## src/pei_pkg.sv

```systemverilog
// package: register map, field positions, reset values for the phy event interrupt unit
package pei_pkg;

  // register indices (printed offsets are not multiples of four: byte address is 4 x index)
  localparam logic [7:0]  ENABLE_CONTROL_IDX = 8'h12;
  localparam logic [7:0]  EVENT_STATUS_IDX   = 8'h13;
  localparam logic [7:0]  CONFIG_IDX         = 8'h14;
  localparam logic [11:0] ENABLE_CONTROL_ADDR = {2'h0, ENABLE_CONTROL_IDX, 2'h0};
  localparam logic [11:0] EVENT_STATUS_ADDR   = {2'h0, EVENT_STATUS_IDX, 2'h0};
  localparam logic [11:0] CONFIG_ADDR         = {2'h0, CONFIG_IDX, 2'h0};

  // event bit positions, shared by status and enable registers
  localparam int AUTONEG_ERROR_BIT  = 15;
  localparam int SPEED_CHANGE_BIT   = 14;
  localparam int DUPLEX_CHANGE_BIT  = 13;
  localparam int PAGE_RECEIVED_BIT  = 12;
  localparam int AUTONEG_DONE_BIT   = 11;
  localparam int LINK_CHANGE_BIT    = 10;
  localparam int FALSE_CARRIER_BIT  = 8;
  localparam int CROSSOVER_BIT      = 6;
  localparam int SPEED_OPT_BIT      = 5;
  localparam int SLEEP_CHANGE_BIT   = 4;
  localparam int WAKE_PACKET_BIT    = 3;
  localparam int MAC_IF_ERROR_BIT   = 2;
  localparam int POLARITY_BIT       = 1;
  localparam int JABBER_BIT         = 0;

  // implemented event bits (9 and 7 reserved, read zero)
  localparam logic [15:0] EVENT_MASK = 16'hfd7f;

  // configuration register fields
  localparam int IRQ_POLARITY_BIT    = 13;
  localparam int ATTEMPT_HI_BIT      = 11;
  localparam int ATTEMPT_LO_BIT      = 10;
  localparam int DS_ENABLE_BIT       = 9;
  localparam int DS_ENHANCED_BIT     = 8;
  localparam int DS_TO_10M_BIT       = 6;
  localparam logic [15:0] CONFIG_RW_MASK = 16'h2340;
  localparam logic [1:0]  ATTEMPT_COUNT_RESET = 2'h2;
  localparam logic [5:0]  CONFIG_LOW_RESERVED = 6'h07;

  // reset values
  localparam logic [15:0] ENABLE_RESET  = 16'h0000;
  localparam logic [15:0] STATUS_RESET  = 16'h0000;
  localparam logic        IRQ_POL_RESET = 1'b1;
  localparam logic        ENH_RESET     = 1'b1;
  localparam logic        TO10M_RESET   = 1'b1;

endpackage : pei_pkg

```

## src/pei_event_irq.sv

```systemverilog
// phy event interrupt unit: apb registers, event latching, interrupt pin, downshift config
`timescale 1ns/10ps

// Notes on behaviour
// - a status bit is set whenever its event occurred since the last status read.
// - events are recorded whatever the enables; enables only gate the interrupt.
// - autoneg error, speed change and duplex change latch in bits 15, 14, 13, cleared by read.
// - page received, autoneg done and link change latch in bits 12, 11, 10, cleared by read.
// - false carrier latches in bit 8 and crossover in bit 6; bits 9 and 7 read zero.
// - downshift event, sleep change and wake packet latch in bits 5, 4, 3, cleared by read.
// - mac interface error, polarity change and jabber latch in bits 2, 1, 0, cleared by read.
// - enable bits 2, 1, 0 are read-write and reset to zero.
// - the interrupt asserts only for pending events whose enable is set.
// - enables for bits 15 to 3 mirror status positions and reset to zero.
// - config bit 13 set (reset) makes the pin active low, clear makes it active high.
// - attempt count at 11:10 is read-only, reset code 10, codes select 1, 2, 4, 8 attempts.
// - downshift enable at bit 9 is read-write and resets to zero or the strap value.
// - enhanced mode bit 8 is read-write and resets to one.
// - config bits 15:14 ignore writes and read zero.
module pei_event_irq
  import pei_pkg::*;
#(
  parameter bit STRAP_SENSITIVE = 1'b0
) (
  // clock and reset
  sys_clk,
  srst,
  // apb slave
  paddr,
  psel,
  penable,
  pwrite,
  pwdata,
  prdata,
  pready,
  pslverr,
  // event pulses from the phy
  eventIn,
  // strap for downshift enable
  downshiftStrap,
  // configuration outputs
  downshiftEnable,
  downshiftEnhancedEnable,
  downshiftTo10mEnable,
  downshiftAttempts,
  // interrupt
  irqLevel,
  irqPin
);
  input  wire logic        sys_clk;
  input  wire logic        srst;
  input  wire logic [11:0] paddr;
  input  wire logic        psel;
  input  wire logic        penable;
  input  wire logic        pwrite;
  input  wire logic [31:0] pwdata;
  output logic      [31:0] prdata;
  output logic             pready;
  output logic             pslverr;
  input  wire logic [15:0] eventIn;
  input  wire logic        downshiftStrap;
  output logic             downshiftEnable;
  output logic             downshiftEnhancedEnable;
  output logic             downshiftTo10mEnable;
  output logic      [3:0]  downshiftAttempts;
  output logic             irqLevel;
  output logic             irqPin;

  //////////////////////////////////////////////////////////////////////////////
  // register state
  logic [15:0] enable_q;
  logic        irqActiveLow_q;
  logic        dsEnable_q;
  logic        dsEnhanced_q;
  logic        dsTo10m_q;
  logic        strapTaken_q;
  logic [31:0] prdata_q;
  logic        irqPin_q;
  logic [15:0] statusFlags;

  // address decode
  wire         access      = psel & penable;
  wire         hitEnable   = (paddr == ENABLE_CONTROL_ADDR);
  wire         hitStatus   = (paddr == EVENT_STATUS_ADDR);
  wire         hitConfig   = (paddr == CONFIG_ADDR);
  wire         mapped      = hitEnable | hitStatus | hitConfig;
  wire         wrEnable    = access & pwrite & hitEnable;
  wire         wrConfig    = access & pwrite & hitConfig;
  wire         statusRead  = access & ~pwrite & hitStatus;

  // config read image: 15:14 and 12, 7 read zero, 5:0 keep their fixed value
  wire  [15:0] configView  = {2'h0, irqActiveLow_q, 1'b0, ATTEMPT_COUNT_RESET,
                              dsEnable_q, dsEnhanced_q, 1'b0, dsTo10m_q,
                              CONFIG_LOW_RESERVED};
  wire  [15:0] readMux     = hitEnable ? enable_q :
                             hitStatus ? statusFlags :
                             hitConfig ? configView : 16'h0000;

  //////////////////////////////////////////////////////////////////////////////
  // event flags, cleared by a status read
  pei_event_latch #(
    .WIDTH (16)
  ) u_latch (
    .sys_clk  (sys_clk),
    .srst     (srst),
    .eventIn  (eventIn),
    .clearAll (statusRead),
    .flags    (statusFlags)
  );

  //////////////////////////////////////////////////////////////////////////////
  // enable register: reserved bits 9 and 7 stay zero
  always_ff @(posedge sys_clk) begin
    if (srst) begin
      enable_q <= ENABLE_RESET;
    end else if (wrEnable) begin
      enable_q <= pwdata[15:0] & EVENT_MASK;
    end
  end

  // configuration register; writes to reserved and read-only fields are dropped
  always_ff @(posedge sys_clk) begin
    if (srst) begin
      irqActiveLow_q <= IRQ_POL_RESET;
      dsEnhanced_q   <= ENH_RESET;
      dsTo10m_q      <= TO10M_RESET;
    end else if (wrConfig) begin
      irqActiveLow_q <= pwdata[IRQ_POLARITY_BIT];
      dsEnhanced_q   <= pwdata[DS_ENHANCED_BIT];
      dsTo10m_q      <= pwdata[DS_TO_10M_BIT];
    end
  end

  // downshift enable: the strap is caught at the first edge after reset release
  always_ff @(posedge sys_clk) begin
    if (srst) begin
      dsEnable_q   <= 1'b0;
      strapTaken_q <= 1'b0;
    end else if (wrConfig) begin
      dsEnable_q   <= pwdata[DS_ENABLE_BIT];
      strapTaken_q <= 1'b1;
    end else if (!strapTaken_q) begin
      dsEnable_q   <= STRAP_SENSITIVE & downshiftStrap;
      strapTaken_q <= 1'b1;
    end
  end

  //////////////////////////////////////////////////////////////////////////////
  // apb read data, registered at the edge that ends the setup phase
  always_ff @(posedge sys_clk) begin
    if (srst) begin
      prdata_q <= 32'h0000_0000;
    end else if (psel & ~penable & ~pwrite) begin
      prdata_q <= {16'h0000, readMux};
    end
  end

  // zero-wait answer; unmapped addresses flag an error
  assign pready  = 1'b1;
  assign pslverr = access & ~mapped;
  assign prdata  = prdata_q;

  //////////////////////////////////////////////////////////////////////////////
  // interrupt: any pending enabled event, polarity per config
  assign irqLevel = |(statusFlags & enable_q);

  always_ff @(posedge sys_clk) begin
    if (srst) begin
      irqPin_q <= IRQ_POL_RESET; // inactive for active-low reset polarity
    end else begin
      irqPin_q <= irqLevel ^ irqActiveLow_q;
    end
  end

  assign irqPin = irqPin_q;

  // downshift configuration outputs
  assign downshiftEnable         = dsEnable_q;
  assign downshiftEnhancedEnable = dsEnhanced_q;
  assign downshiftTo10mEnable    = dsTo10m_q;
  assign downshiftAttempts       = 4'h4; // code 10 selects four attempts

endmodule : pei_event_irq

```

## src/pei_event_latch.sv

```systemverilog
// latched-high clear-on-read event flags
`timescale 1ns/10ps
module pei_event_latch
  import pei_pkg::*;
#(
  parameter int WIDTH = 16
) (
  // clock and reset
  input  wire logic             sys_clk,
  input  wire logic             srst,
  // event pulses and clear
  input  wire logic [WIDTH-1:0] eventIn,
  input  wire logic             clearAll,
  // latched flags
  output logic      [WIDTH-1:0] flags
);

  // elaboration-time guard: the flag map is fixed at sixteen positions
  if (WIDTH != 16) begin : g_bad_width
    $error("pei_event_latch: width must be 16");
  end

  logic [WIDTH-1:0] flags_q;
  logic [WIDTH-1:0] flags_d;

  // new events set regardless of enables; a set in the read cycle survives the clear
  assign flags_d = ((clearAll ? '0 : flags_q) | eventIn) & EVENT_MASK;

  //////////////////////////////////////////////////////////////////////////////
  // flag register
  always_ff @(posedge sys_clk) begin
    if (srst) begin
      flags_q <= STATUS_RESET;
    end else begin
      flags_q <= flags_d;
    end
  end

  assign flags = flags_q;

endmodule : pei_event_latch

```

## config.mk

```make
export PLATFORM = sky130hd
export DESIGN_NAME = pei_event_irq
export DESIGN_NICKNAME = d
export VERILOG_FILES = /design/src/pei_pkg.sv /design/src/pei_event_irq.sv /design/src/pei_event_latch.sv
export SDC_FILE = /design/constraint.sdc
export NUM_CORES = 1
export LEC_CHECK = 0
export BUFFER_PORTS_ARGS = -buffer_cell sky130_fd_sc_hd__buf_2
export CELL_PAD_IN_SITES_DETAIL_PLACEMENT = 0
export CELL_PAD_IN_SITES_GLOBAL_PLACEMENT = 1
export CORE_ASPECT_RATIO = 0.75
export CORE_MARGIN = 2
export CORE_UTILIZATION = 35
export DETAILED_ROUTE_END_ITERATION = 7
export GPL_TIMING_DRIVEN = 1
export PLACE_DENSITY_LB_ADDON = 0.1
export SYNTH_ARGS = -nofsm -noshare
export SYNTH_HDL_FRONTEND = slang
export SYNTH_SLANG_ARGS = --single-unit
export TNS_END_PERCENT = 20
```

## constraint.sdc

```tcl
create_clock -name sys_clk -period 4.1 [get_ports sys_clk]
set_clock_uncertainty 0.05 [all_clocks]
set_input_delay 0.205 -clock sys_clk [delete_from_list [all_inputs] [get_ports sys_clk]]
set_output_delay 0.205 -clock sys_clk [all_outputs]
set_load 0.1 [all_outputs]
```

== Yosys cells after proc, flatten, opt, wreduce, memory -nomap -nowiden ==
Cells that the tools add are included.

* Reduce and logical (&&, ||, !) cells: 1
* Add/subtract/negate cells: 0
* Shifts and indexed selects: 0
* Order comparisons: 0
* Mux-type cells: 7
* Bitwise logic cells: 17
* Multipliers: 0
* Divide/modulo/power cells: 0
* Equal/unequal tests: 4

{| class="wikitable"
|+ Operators with widths
! cell !! number
|-
| 2-to-1 mux 16 bit || 3
|-
| == test 12 x 7 -> 1 bit, second input constant || 3
|-
| bitwise AND 16 bit || 1
|-
| OR 16 bit || 1
|-
| OR reduction 16 bit || 1
|-
| 2-to-1 mux 14 bit || 1
|-
| bitwise AND 1 bit || 9
|-
| 2-to-1 mux 1 bit || 3
|-
| NOT 1 bit || 3
|-
| != test 2 x 1 -> 1 bit, second input constant || 1
|-
| OR 1 bit || 2
|-
| XOR 1 bit || 1
|}

* Word-level logic and storage cells: 39
* Bits in writable memories: 0
* Latch bits: 0
* Input port bits: 66
* Bits in read-only memories: 0
* Output and inout port bits: 43
* Register bits: 52
* Memories kept: 0

== Longest topological paths before layout ==
* Depth in word-level cells: 5
* Mapped depth: 6
* Gate-level depth less buffers: 4

== Modules after synthesis ==
A second synthesis with hierarchy kept.

* Cell total of the unflattened synthesis: 263
* Area, all modules: 2398.6 um2

{| class="wikitable"
|+ Modules (own cells, without submodules)
! module !! times used !! area an instance (um2) !! cells each !! sequential area each (um2)
|-
| pei_event_irq || 1 || 1868.0 || 202 || 720.7
|-
| pei_event_latch || 1 || 530.5 || 61 || 280.3
|}

== Least setup slack after synthesis ==
OpenSTA, ideal clock, no wires.

* Path type: input to output
* Start point: in paddr[2]
* End point: out pslverr
* Stages on the path: 4
* Required time: 3.845 ns
* Data arrival time: 2.078 ns
* Setup slack: 1.767 ns
* Buffers on the path: 1
* Path through: buf_2 -> or3b_2 -> nand2_1 -> a21oi_1

* Longest elaborated chain between the ends: 5
* Elaborated cells between the ends (all ways): 7
* Classes of those cells: 3 x eq/ne; 4 x bitwise

{| class="wikitable"
|+ RTL lines
! what !! line !! text
|-
| from (decl) || pei_event_irq.sv:52 || <nowiki>input wire logic [11:0] paddr;</nowiki>
|-
| == test 12 x 7 -> 1 bit, on equally long branches || pei_event_irq.sv:83, pei_event_irq.sv:84 ||
|-
| OR 1 bit || pei_event_irq.sv:86 || <nowiki>wire mapped = hitEnable | hitStatus | hitConfig;</nowiki>
|-
| OR 1 bit (*) || pei_event_irq.sv:86 ||
|-
| NOT 1 bit (*) || pei_event_irq.sv:160 || <nowiki>assign pslverr = access & ~mapped;</nowiki>
|-
| bitwise AND 1 bit (*) || pei_event_irq.sv:160 ||
|-
| to (decl) || pei_event_irq.sv:59 || <nowiki>output logic pslverr;</nowiki>
|}

Mark *: on every way between the ends. The rest lies on a longest branch, timed or not.

== Final worst setup path ==
* Start point: in paddr[11]
* End point: out pslverr

The elaborated chain is that of the path after synthesis.

==> impl_metrics.env <==
export IMPL_status="finished, final reports clean"
export IMPL_start_util_pct=35.62
export IMPL_postLayoutCoreUtil_pct=41.87
export IMPL_cts_buffer_depth=2
export IMPL_first_pass_iters=4
export IMPL_syn_area_per_cell_um2=9.238
export IMPL_ys_warn_count=0
export IMPL_r2r_slack_ns=2.74
export IMPL_antenna_found_initial=0
export IMPL_ys_seq_area_share_pct=44.24
export IMPL_avgViaCountPerCell=4.797
export IMPL_synthTopCellsByCount="49 x dfxtp_1, 37 x nor2_1, 23 x buf_4"
export IMPL_root_buffer="clkbuf_8"
export IMPL_syn2layout_area_growth_pct=17.55
export IMPL_num_vias=1842
export IMPL_hold_viol=0
export IMPL_p_leak_nw=1.260
export IMPL_tightestPinTransition_ns=0.7507
export IMPL_p_clk_share_pct=28.3
export IMPL_layout_drive_gt1_share_pct=28.05
export IMPL_drv_cap=0
export IMPL_grtUsageTotal_pct=16.39
export IMPL_postCtsSetupRepairBufs=0
export IMPL_worstHoldPathCells=3
export IMPL_critPathArrivalTime_ns=1.72
export IMPL_cts_hold_buf=0
export IMPL_htree_levels=2
export IMPL_ys_async_sr_fraction_pct=0
export IMPL_grt_overflow=0
export IMPL_setup_viol=0
export IMPL_critPathMaxFanout=6
export IMPL_drt_iter0_markers=61
export IMPL_synth_cells=240
export IMPL_r2r_cells=4
export IMPL_path_class="primary input to primary output"
export IMPL_cp_depth=5
export IMPL_coreArea_um2=6225
export IMPL_cts_sinks=49
export IMPL_die_w_um=95.91
export IMPL_netlist_area_leader_share_pct=44.24
export IMPL_comb_power_share_pct=19.8
export IMPL_std_cell_rows=25
export IMPL_ys_ff_latch=49
export IMPL_io_buffers=66
export IMPL_grt_start_max_net_pins=40
export IMPL_post_route_period_util_pct=48.08
export IMPL_dp_hpwl_um=4235
export IMPL_achievable_frequency_ghz=0.5072
export IMPL_netlist_area_um2=2217
export IMPL_hold_class="primary input to register"
export IMPL_cp_cell_sequence="buf_2, or4_4, nor3_2, a21oi_1, buf_2"
export IMPL_die_area_um2=6994
export IMPL_peakVddDrop_v=0.0001433
export IMPL_gp_congestion=0.7540
export IMPL_cts_resized=0
export IMPL_die_height_um=72.93
export IMPL_start_kind="primary input"
export IMPL_numPlacedInstances=376
export IMPL_synth_most_common_cell="dfxtp_1"
export IMPL_cts_tree="built"
export IMPL_swShare_pct=33.23
export IMPL_grt_pass1_vias=1655
export IMPL_final_cells=384
export IMPL_crit_path_frequent_cell="buf_2"
export IMPL_internal_power_mw=0.6419
export IMPL_rsz0062_at_grt="false"
export IMPL_pwr_share_seq_pct=52.0
export IMPL_diodes=0
export IMPL_nFillCells=688
export IMPL_synth_edf_count=0
export IMPL_cp_slowest_cell="or4_4"
export IMPL_tns_ns=0
export IMPL_worstPathBufferInverterCount=2
export IMPL_max_slew_margin_pct=49.95
export IMPL_drt_total_wl_um=5603
export IMPL_maxSlewViolCount=0
export IMPL_path_clk_slew_ns=0.09
export IMPL_route_detailed_drc=0
export IMPL_numCtsBuffers=5
export IMPL_wire_per_inst_um=14.59
export IMPL_final_nets=368
export IMPL_crit_family="simple AND/OR/NAND/NOR gates"
export IMPL_switchingPower_mw=0.3195
export IMPL_p_per_area_nw_per_um2=368.9
export IMPL_insertion_delay_ns=0.29
export IMPL_synthTopCellsByArea="dfxtp_1 44%, mux2i_1 9.9%, buf_4 7.8%"
export IMPL_yosysTopAreaCell="dfxtp_1"
export IMPL_cp_end_kind="primary output"
export IMPL_grt_pass1_wl_um=8583
export IMPL_drtAntennaViolNets=0
export IMPL_pin_count=109
export IMPL_synth_flop_cell="dfxtp_1"
export IMPL_synth_cell_types=36
export IMPL_cpPeakStageDelay_ns=0.59
export IMPL_cp_required_ns=3.85
export IMPL_period_needed_ns=1.971
[layer usage]
| metal | GRT usage [%] | routed length [µm] | vias to the layer above |
|---|---|---|---|
| met5 | 0 | 0 | - |
| met4 | 3.810 | 39 | 0 |
| met3 | 4.545 | 366 | 4 |
| met2 | 22.69 | 2217 | 55 |
| met1 | 25.02 | 2980 | 849 |
| li1 | - | - | 934 |
[power groups by stage]
stage,sequential [mW],combinational (mW),clock [mW]
floorplan,0.531,0.143,0
global placement,0.510,0.190,0
detailed placement,0.510,0.190,0
CTS,0.499,0.190,0.284
global route,0.501,0.200,0.299
finish,0.500,0.190,0.272
[cells by family (layout without fill, tap and decap cells)]
kind of cell,count (synthesis),after routing,synth area share (%)
AOI/OAI and AO/OA,52,52,14.50
other,2,22,0.3387
buffers and inverters,34,77,9.707
DFF,49,49,44.24
muxes,22,22,9.932
and+or+nand+nor,81,81,21.28
[registers in the layout (all words and copies together) (netlist names)]
signal	cells
prdata	15
enable_q	14
u_latch.flags	14
downshiftEnable	1
downshiftEnhancedEnable	1
downshiftTo10mEnable	1
irqActiveLow_q	1
irqPin	1
strapTaken_q	1
[tightest hold or removal path, stage by stage]
cell and delay (ns):
buf_2 0.07, a21oi_1 0.03, nor2_1 0.06
[layout by cell type, fill, tap and decap left out, types with 2 or more instances in the layout]
cell	count
o21ai_0	11
dfxtp_1	49
nor2_1	37
nand4_1	3
clkbuf_8	5
nand4_2	2
nor3b_1	2
conb_1	22
o21ai_1	3
buf_2	66
inv_1	2
nand2_1	14
clkinv_2	2
nand3_1	5
a221oi_1	8
nor4_1	2
mux2i_1	22
nor4b_4	2
a21oi_1	21
a222oi_1	3
a22oi_1	5
[path summary, 6_finish.rpt]
check	startpoint	to
hold reg to reg	prdata[2]	prdata[2]
setup / recovery	paddr[11]	pslverr
hold / removal	eventIn[4]	u_latch.flags[4]
setup reg to reg	u_latch.flags[2]	irqPin
[per-stage QoR]
stage | power, mW | area [µm²] | hold slack (ns) | setup slack, ns
2_1_floorplan | 0.6740 | 2292 | 0.2724 | 1.767
6_report | 0.9614 | 2606 | 0.06054 | 2.129
4_1_cts | 0.9734 | 2606 | 0.05432 | 2.108
5_1_grt | 1.001 | 2606 | 0.05888 | 2.029
3_3_place_gp | 0.6999 | 2524 | 0.3582 | 1.971
3_5_place_dp | 0.7005 | 2524 | 0.3666 | 1.950
[layout make-up]
class | instances | area (µm²) | area share, %
flip-flops and latches | 49 | 980.9 | 37.64
repair buffers | 67 | 337.8 | 12.96
inverters | 2 | 7.507 | 0.2880
multi-input cells | 177 | 1096 | 42.05
well taps | 81 | 101.3 | 3.889
clock inverters | 2 | 10.01 | 0.3841
clock buffers | 6 | 72.57 | 2.784
Note: power is estimated with default switching activity, not from simulation.
